### src/pkg/odd_pkg.sv
// orientation detect with debounce: shared constants, types and angle helpers
// assumes angles arrive in whole degrees, 0 to 90, on the block's own clock
package odd_pkg;

    // ------------------------------------------------------------
    // angle format
    // ------------------------------------------------------------
    localparam int ANG_W = 7;
    typedef logic [ANG_W-1:0] odd_ang_t;
    localparam odd_ang_t ODD_ANG_MAX = 7'h5a;
    localparam odd_ang_t ODD_ANG_ZERO = 7'h00;

    // ------------------------------------------------------------
    // debounce counter
    // ------------------------------------------------------------
    localparam int ODD_DB_W_DEF = 8;
    localparam int ODD_DB_W_MAX = 16;

    // ------------------------------------------------------------
    // orientation codes, one-hot
    // ------------------------------------------------------------
    typedef enum logic [3:0] {
        OR_PORT_UP = 4'h1,
        OR_PORT_DN = 4'h2,
        OR_LAND_RT = 4'h4,
        OR_LAND_LT = 4'h8
    } odd_orient_e;

    localparam odd_orient_e ODD_ORIENT_RST = OR_PORT_UP;
    localparam logic ODD_BACK_RST = 1'b0;

    // ------------------------------------------------------------
    // saturating angle arithmetic
    // ------------------------------------------------------------
    function automatic odd_ang_t odd_sat_add(odd_ang_t a, odd_ang_t b);
        logic [ANG_W:0] s;
        s = {1'b0, a} + {1'b0, b};
        return (s > {1'b0, ODD_ANG_MAX}) ? ODD_ANG_MAX : s[ANG_W-1:0];
    endfunction

    function automatic odd_ang_t odd_sat_sub(odd_ang_t a, odd_ang_t b);
        return (b > a) ? ODD_ANG_ZERO : odd_ang_t'(a - b);
    endfunction

endpackage

### src/pkg/odd_db_if.sv
// carrier between the orientation top and its debounce counter
// assumes both ends run on the same clock
interface odd_db_if #(parameter int DB_W = 8);
    logic sample;
    logic differs;
    logic mode_clear;
    logic [DB_W-1:0] limit;
    logic [DB_W-1:0] count;
    logic fire;

    modport ctl (output sample, output differs, output mode_clear, output limit,
                 input count, input fire);
    modport cnt (input sample, input differs, input mode_clear, input limit,
                 output count, output fire);
endinterface

### src/verilog/odd_top.sv
// orientation detect: portrait/landscape, back/front, z lockout, debounced interrupt
// assumes angle inputs and config ports come from logic on i_clk, i_sample marks a new
// output sample for one cycle
//
// Operation
// - disabled means no results and no interrupt
// - z tilt past lockout freezes orientation changes
// - back/front decided by configurable z trip angle
// - midpoint measured from X, right down, left up
// - thresholds are midpoint plus or minus hysteresis
// - interrupt only after the debounce time elapses
// - decrement mode steps counter down on failure
// - clear mode zeroes counter on failure
// - current trip angles readable as outputs
module odd_top
    import odd_pkg::*;
#(
    parameter int DB_W = ODD_DB_W_DEF
) (
    input wire logic i_clk,                  // 200 MHz system clock
    input wire logic i_rst,                  // async reset, active high
    input wire logic i_ce,                   // clock enable, low freezes state
    input wire logic i_sample,               // output sample strobe
    input wire logic i_pl_en,                // orientation detection enable
    input wire logic [ANG_W-1:0] i_xy_angle, // gravity angle from X axis in XY plane
    input wire logic i_x_neg,                // gravity on negative X
    input wire logic i_y_neg,                // gravity on negative Y
    input wire logic [ANG_W-1:0] i_z_angle,  // z tilt angle
    input wire logic i_z_neg,                // gravity on negative Z
    input wire logic [ANG_W-1:0] i_zlock,    // z lockout angle
    input wire logic [ANG_W-1:0] i_bf_trip,  // back/front trip angle
    input wire logic [ANG_W-1:0] i_pl_mid,   // portrait/landscape midpoint
    input wire logic [ANG_W-1:0] i_hyst,     // hysteresis angle
    input wire logic [DB_W-1:0] i_db_limit,  // debounce count in samples
    input wire logic i_db_clear,             // 1 clear mode, 0 decrement mode
    input wire logic i_int_ack,              // clears the interrupt flag
    output logic [3:0] o_orient,             // one-hot orientation
    output logic o_back,                     // facing back
    output logic o_lockout,                  // z lockout in effect
    output logic o_valid,                    // results valid
    output logic o_int,                      // orientation change flag
    output logic [ANG_W-1:0] o_pl_trip,      // effective portrait-to-landscape angle
    output logic [ANG_W-1:0] o_lp_trip,      // effective landscape-to-portrait angle
    output logic [DB_W-1:0] o_db_count       // debounce counter value
);

    // ------------------------------------------------------------
    // parameter check
    // ------------------------------------------------------------
    if (DB_W < 1 || DB_W > ODD_DB_W_MAX) begin : g_bad_width
        $error("DB_W out of range");
    end

    // ------------------------------------------------------------
    // classification
    // ------------------------------------------------------------
    function automatic odd_orient_e classify(odd_orient_e cur, odd_ang_t xy, logic xn,
                                             logic yn, odd_ang_t pl, odd_ang_t lp);
        logic is_land;
        logic land_next;
        is_land = 1'b0;
        unique case (cur)
            OR_PORT_UP, OR_PORT_DN: is_land = 1'b0;
            OR_LAND_RT, OR_LAND_LT: is_land = 1'b1;
            default: is_land = 1'b0;
        endcase
        land_next = is_land ? (xy <= lp) : (xy < pl);
        if (land_next) begin
            return xn ? OR_LAND_LT : OR_LAND_RT;
        end
        return yn ? OR_PORT_DN : OR_PORT_UP;
    endfunction

    odd_orient_e orient_reg;
    odd_orient_e cand_reg;
    odd_orient_e cand;
    odd_orient_e cur_orient;
    logic locked;

    assign locked = i_z_angle > i_zlock;
    assign cand = classify(cur_orient, i_xy_angle, i_x_neg, i_y_neg, o_pl_trip, o_lp_trip);

    // ------------------------------------------------------------
    // debounce counter
    // ------------------------------------------------------------
    odd_db_if #(.DB_W(DB_W)) db ();

    // a pending fire sets the orientation a back-to-back sample is judged against
    assign cur_orient = (db.fire && i_pl_en) ? cand_reg : orient_reg;
    assign db.sample = i_sample && i_pl_en && !locked;
    assign db.differs = cand != cur_orient;
    assign db.mode_clear = i_db_clear;
    assign db.limit = i_db_limit;
    assign o_db_count = db.count;

    odd_debounce #(.DB_W(DB_W)) u_debounce (
        .i_clk(i_clk),
        .i_rst(i_rst),
        .i_ce(i_ce),
        .db(db)
    );

    // ------------------------------------------------------------
    // trip angles
    // ------------------------------------------------------------
    always_ff @(posedge i_clk or posedge i_rst) begin
        if (i_rst) begin
            o_pl_trip <= ODD_ANG_ZERO;
            o_lp_trip <= ODD_ANG_ZERO;
        end else if (i_ce) begin
            o_pl_trip <= odd_sat_sub(i_pl_mid, i_hyst);
            o_lp_trip <= odd_sat_add(i_pl_mid, i_hyst);
        end
    end

    // ------------------------------------------------------------
    // candidate and accepted orientation
    // ------------------------------------------------------------
    always_ff @(posedge i_clk or posedge i_rst) begin
        if (i_rst) begin
            cand_reg <= ODD_ORIENT_RST;
        end else if (i_ce && db.sample) begin
            cand_reg <= cand;
        end
    end

    always_ff @(posedge i_clk or posedge i_rst) begin
        if (i_rst) begin
            orient_reg <= ODD_ORIENT_RST;
        end else if (i_ce && db.fire && i_pl_en) begin
            orient_reg <= cand_reg;
        end
    end

    assign o_orient = orient_reg;

    // ------------------------------------------------------------
    // back/front and lockout
    // ------------------------------------------------------------
    always_ff @(posedge i_clk or posedge i_rst) begin
        if (i_rst) begin
            o_back <= ODD_BACK_RST;
        end else if (i_ce && i_sample && i_pl_en && i_z_angle >= i_bf_trip) begin
            o_back <= i_z_neg;
        end
    end

    always_ff @(posedge i_clk or posedge i_rst) begin
        if (i_rst) begin
            o_lockout <= 1'b0;
        end else if (i_ce) begin
            if (!i_pl_en) begin
                o_lockout <= 1'b0;
            end else if (i_sample) begin
                o_lockout <= locked;
            end
        end
    end

    // ------------------------------------------------------------
    // valid and interrupt flag
    // ------------------------------------------------------------
    always_ff @(posedge i_clk or posedge i_rst) begin
        if (i_rst) begin
            o_valid <= 1'b0;
        end else if (i_ce) begin
            if (!i_pl_en) begin
                o_valid <= 1'b0;
            end else if (i_sample) begin
                o_valid <= 1'b1;
            end
        end
    end

    always_ff @(posedge i_clk or posedge i_rst) begin
        if (i_rst) begin
            o_int <= 1'b0;
        end else if (i_ce) begin
            if (!i_pl_en) begin
                o_int <= 1'b0;
            end else if (db.fire) begin
                o_int <= 1'b1;
            end else if (i_int_ack) begin
                o_int <= 1'b0;
            end
        end
    end

    // ------------------------------------------------------------
    // checks
    // ------------------------------------------------------------
    a_disabled_quiet: assert property (@(posedge i_clk) disable iff (i_rst)
        (i_ce && !i_pl_en) |=> (!o_valid && !o_int))
        else $error("results or interrupt while detection disabled");

    a_lockout_no_count: assert property (@(posedge i_clk) disable iff (i_rst)
        (i_ce && i_sample && i_pl_en && locked) |=> (o_db_count == $past(o_db_count)))
        else $error("debounce stepped during z lockout");

    a_lockout_shown: assert property (@(posedge i_clk) disable iff (i_rst)
        (i_ce && i_sample && i_pl_en) |=> (o_lockout == $past(locked)))
        else $error("lockout status does not follow the z tilt");

    a_ack_clears: assert property (@(posedge i_clk) disable iff (i_rst)
        (i_ce && i_pl_en && !db.fire && i_int_ack) |=> !o_int)
        else $error("acknowledge did not clear the interrupt flag");

    a_trip_angles: assert property (@(posedge i_clk) disable iff (i_rst)
        (i_ce && !i_rst) |=> (o_lp_trip == odd_sat_add($past(i_pl_mid), $past(i_hyst))
                  && o_pl_trip == odd_sat_sub($past(i_pl_mid), $past(i_hyst))))
        else $error("trip angles do not match midpoint and hysteresis");

    a_back_class: assert property (@(posedge i_clk) disable iff (i_rst)
        (i_ce && i_sample && i_pl_en && i_z_angle >= i_bf_trip) |=> (o_back == $past(i_z_neg)))
        else $error("back/front classification wrong");

    a_int_set_wins: assert property (@(posedge i_clk) disable iff (i_rst)
        (i_ce && i_pl_en && db.fire) |=> o_int)
        else $error("orientation change lost its interrupt");

    a_orient_update: assert property (@(posedge i_clk) disable iff (i_rst)
        (i_ce && i_pl_en && db.fire) |=> (o_orient == $past(cand_reg)))
        else $error("orientation not taken on debounce fire");

endmodule

### src/verilog/odd_debounce.sv
// debounce counter for orientation changes, one step per output sample
// assumes sample is a one-cycle strobe on i_clk and ce freezes all state
module odd_debounce
    import odd_pkg::*;
#(
    parameter int DB_W = ODD_DB_W_DEF
) (
    input wire logic i_clk, // system clock
    input wire logic i_rst, // async reset, active high
    input wire logic i_ce,  // clock enable
    odd_db_if.cnt db        // counter control and result
);

    // ------------------------------------------------------------
    // count and fire
    // ------------------------------------------------------------
    logic reach;
    assign reach = ({1'b0, db.count} + {{DB_W{1'b0}}, 1'b1}) >= {1'b0, db.limit};

    always_ff @(posedge i_clk or posedge i_rst) begin
        if (i_rst) begin
            db.count <= '0;
            db.fire <= 1'b0;
        end else if (i_ce) begin
            db.fire <= 1'b0;
            if (db.sample) begin
                if (db.differs) begin
                    if (reach) begin
                        db.fire <= 1'b1;
                        db.count <= '0;
                    end else begin
                        db.count <= db.count + 1'b1;
                    end
                end else if (db.mode_clear) begin
                    db.count <= '0;
                end else if (db.count != '0) begin
                    db.count <= db.count - 1'b1;
                end
            end
        end
    end

    // ------------------------------------------------------------
    // checks
    // ------------------------------------------------------------
    a_clear_mode_zero: assert property (@(posedge i_clk) disable iff (i_rst)
        (i_ce && db.sample && !db.differs && db.mode_clear) |=> (db.count == '0))
        else $error("clear mode did not zero the count");

    a_dec_mode_step: assert property (@(posedge i_clk) disable iff (i_rst)
        (i_ce && db.sample && !db.differs && !db.mode_clear && db.count != '0)
        |=> (db.count == $past(db.count) - 1'b1))
        else $error("decrement mode did not step the count down by one");

    a_fire_at_limit: assert property (@(posedge i_clk) disable iff (i_rst)
        (i_ce && db.sample && db.differs && reach) |=> (db.fire && db.count == '0))
        else $error("debounce did not fire at the configured count");

    a_fire_needs_count: assert property (@(posedge i_clk) disable iff (i_rst)
        (i_ce && !(db.sample && db.differs && reach)) |=> !db.fire)
        else $error("debounce fired before the configured count");

endmodule

### config.mk
export PLATFORM = sky130hd
export DESIGN_NAME = odd_top
export DESIGN_NICKNAME = d
export VERILOG_FILES = /design/src/pkg/odd_pkg.sv /design/src/pkg/odd_db_if.sv /design/src/verilog/odd_top.sv /design/src/verilog/odd_debounce.sv
export SDC_FILE = /design/constraint.sdc
export NUM_CORES = 1
export LEC_CHECK = 0
export ABC_AREA = 1
export BUFFER_PORTS_ARGS = -buffer_cell sky130_fd_sc_hd__buf_2
export CAP_MARGIN = 0
export CELL_PAD_IN_SITES_DETAIL_PLACEMENT = 1
export CELL_PAD_IN_SITES_GLOBAL_PLACEMENT = 1
export CORE_ASPECT_RATIO = 0.5
export CORE_MARGIN = 2
export CORE_UTILIZATION = 39
export CTS_CLUSTER_DIAMETER = 100
export DETAILED_ROUTE_END_ITERATION = 6
export PLACE_DENSITY_LB_ADDON = 0.1
export SETUP_SLACK_MARGIN = 0.3
export SLEW_MARGIN = 10
export SYNTH_ARGS = -nofsm -noshare
export SYNTH_HDL_FRONTEND = slang
export SYNTH_SLANG_ARGS = --single-unit
### constraint.sdc
create_clock -name i_clk -period 2.85 [get_ports i_clk]
set_input_delay 0.285 -clock i_clk [delete_from_list [all_inputs] [get_ports i_clk]]
set_output_delay 0.285 -clock i_clk [all_outputs]
set_load 0.005 [all_outputs]
==> metrics.md <==
| Metric | Value |
|---|---|
| CP Launch Type | `flip-flop` |
| Largest net degree at the start of global routing | `36` |
| Status | `completed` |
| Fin cells | `752` |
| Max Buffers Root-to-Sink | `2` |
| CP arrival | `2870 ps` |
| Gp weighted congestion | `0.861` |
| Port Buffers | `89` |
| Routed len/inst | `14.4 µm` |
| Total GRT Usage | `21.2%` |
| Largest regs | `u_debounce.db.count (8), o_lp_trip (7), o_pl_trip (7)` |
| Site Rows | `24` |
| DIE AREA | `10200 µm²` |
| Final Net Count | `748` |
| Yosys synthesis warning count | `0` |
| # setup viols final | `0` |
| Clock skew | `3.21 ps` |
| Core Region | `8890 µm²` |
| Syn_nets | `637` |
| Max Fclk | `377 MHz` |
| Root Buffer | `clkbuf_16` |
| Reg2reg setup slack | `200 ps` |
| Mean post-synth cell area | `6.98 µm²` |
| Post-Synth Simple-Gate Area | `30.1%` |
| Routed wire length | `10800 µm` |
| Final Util | `53.0%` |
| Clock network power share | `16.4%` |
| Critical path class | `reg2reg` |
| Worst VDD drop | `263 µV` |
| Asr flop ratio synth | `100%` |
| Mapped Area | `3650 µm²` |
| Clk_lat worst skew | `280 ps` |
| Ys flop type | `dfrtp_1` |
| Largest register FFs | `8` |
| Combinational share of power | `60.8%` |
| # DRC | `0` |
| Vias in the first global route | `3862` |
| Initial DRT Pass Iterations | `4` |
| Pre-CTS setup slack | `96.1 ps` |
| Leakage power | `2.70 nW` |
| Post-synth EDFFs | `0` |
| Max Transition Viols Final | `0` |
| R2R depth | `18` |
| Finished Cell Area | `4710 µm²` |
| H-tree depth | `2` |
| Top reg by flops | `u_debounce.db.count` |
| PD cells | `736 nW/µm²` |
| Synth top cells by count | `nand2_1, inv_1, ha_1` |
| Via count | `3728` |
| Dominant cell type by area after synthesis | `dfrtp_1` |
| Initial DRC count | `112` |
| Placed cell count | `730` |
| Synth Area in XOR/XNOR | `4.80%` |
| Layout cells sized above 1 | `27.4%` |
| Worst Path Required | `3070 ps` |
| Antenna cells | `0` |
| Worst Slack Setup Final | `200 ps` |
| Synthesis-to-finish area growth | `29.0%` |
| Capturing point of the worst reg2reg path | `u_debounce.db.count[6]` |
| First-pass GRT wire length | `17500 µm` |
| Die Y | `72.4 µm` |
| Fin crit share | `93.0%` |
| Count leader, synth | `nand2_1` |
| R2R Path Start | `u_debounce.db.count[1]` |
| DIE WIDTH | `141 µm` |
| TritonCTS clock tree | `done` |
| I/O pins | `90` |
| Tightest Hold Check Type | `in2async` |
| Post-DP Area | `4270 µm²` |
| Final Hold Viols | `0` |
| Initial antenna violation count | `0` |
| Hold Buf Count CTS | `0` |
| CTS clk-pin slew, worst paths | `60 ps` |
| Max cap viols | `0` |
| RSZ-0062 raised after global routing | `yes` |
| Routed vias/inst | `4.96` |
| Combinational family with the most area after synthesis | `simple AND/OR/NAND/NOR gates` |
| Worst Setup SP | `u_debounce.db.count[1]` |
| Final setup TNS | `0 ps` |
| Multiplexer area fraction after synthesis | `0.617%` |
| Seq/Total Area, Yosys | `24.1%` |
| Net Sw Frac | `46.1%` |
| Flops & latches, synth | `35` |
| Min cycle time layout | `2650 ps` |
| Worst setup endpoint | `u_debounce.db.count[6]` |
| Pwr Total | `3.46 mW` |
| Worst hold slack | `123 ps` |
| Pin slew with the least headroom to its limit | `548 ps` |
| Post-DP HPWL | `8370 µm` |
| Total CTS buffers | `5` |
| Syn Inst Count | `523` |
| P_int | `1.87 mW` |
| Global route overflow | `0` |
| CTS Sinks | `35` |
| Crit path max fanout | `4` |
| Crit path capture type | `flip-flop` |
| Sequential Power Share | `22.8%` |
| Adder-cell area share of the yosys netlist | `18.9%` |
| Top-area cell type share of the netlist area | `22.6%` |
| Unique cell type count in the Yosys netlist | `37` |
| Area contributors post-synth | `dfrtp_1, ha_1, nand2_1` |
| Compound-Gate Fraction of Synth Area | `9.84%` |
| Initial Utilization | `41.1%` |
| Max-slew headroom | `63.4%` |
| P_sw | `1.60 mW` |
| DRT antenna net count | `0` |
how the worst min path moves through the flow:
stage	endpoint	slack [ps]
6_report	o_lp_trip[2]	120
5_1_grt	cand_reg[0]	170
4_1_cts	o_lp_trip[4]	140
3_5_place_dp	o_int	450
3_3_place_gp	o_pl_trip[0]	430
2_1_floorplan	cand_reg[0]	350
logic make-up (layout without fill, tap and decap cells):
logic type	after synthesis	in the layout
muxes	2	2
xor gates and xnor gates	20	20
buffers and inverters	108	220
DFF	35	35
adders and majority gates	54	54
and+or+nand+nor	243	243
AOI/OAI and AO/OA	61	61
worst max-delay path, stage by stage, from the launching register on:
cell     delay, ps
dfrtp_1        420
ha_2           220
and3_4         230
nand3_4         80
xor2_2         170
inv_2           60
ha_4           220
nand2_1         60
inv_1           70
nand3_1        120
nor2_1          60
nor2_1         140
nand3_2        130
buf_6          160
nor2_1         110
nand2_1         80
nand2_1         80
nand3_1         80
nand2_1         90
cell type report:
class | count | area [µm²]
fill | 1190 | 4180
multi-input combinational | 380 | 2510
inverter | 97 | 367
sequential | 35 | 880
clock inverter | 2 | 16.3
timing repair buffer | 115 | 648
clock buffer | 6 | 139
tap | 117 | 146
layer usage:
metal / share of wire [%] / track usage [%] / vias up
met5: 0 / 0 / -
met4: 1.2 / 3.33 / 0
met3: 2.8 / 3.43 / 12
met2: 51 / 42.2 / 55
met1: 45 / 24.8 / 1775
li1: - / - / 1886
placed cells by master (no fill, tap or decap), types with 2 or more instances in the layout:
cell type and count:
o21ai_0 18, o211ai_1 3, nand3_1 38, nor2_2 2, nand2_4 6, mux2_2 2
nand3_4 2, nor3_1 6, a31oi_1 2, xnor2_1 4, nand3_2 5, nand4_1 4
o31ai_1 3, o22ai_1 4, ha_1 48, buf_4 24, dfrtp_1 32, inv_1 94
inv_2 2, clkbuf_16 5, nand2_1 128, buf_6 2, a21oi_2 3, fa_1 2
a21oi_1 22, nand2_2 9, buf_2 89, ha_4 3, nor2_1 35, dfstp_2 2
xor2_1 13, xor2_2 2, nor2_4 3
power by group through the flow:
| stage | logic [mW] | registers [mW] | clock network, mW |
|---|---|---|---|
| 2_1_floorplan | 1.23 | 0.737 | 0 |
| 3_3_place_gp | 1.74 | 0.772 | 0 |
| 3_5_place_dp | 1.78 | 0.779 | 0 |
| 4_1_cts | 1.91 | 0.770 | 0.585 |
| 5_1_grt | 2.36 | 0.809 | 0.606 |
| 6_report | 2.11 | 0.789 | 0.569 |
what timing repair did:
| action | 4_1_cts | 5_1_grt |
|---|---|---|
| pin swaps | 6 | 20 |
| setup endpoints to repair | 9 | 9 |
| resized for setup | 12 | 26 |
| setup buffers | 8 | 6 |
Note: power is estimated with default switching activity, not from simulation.
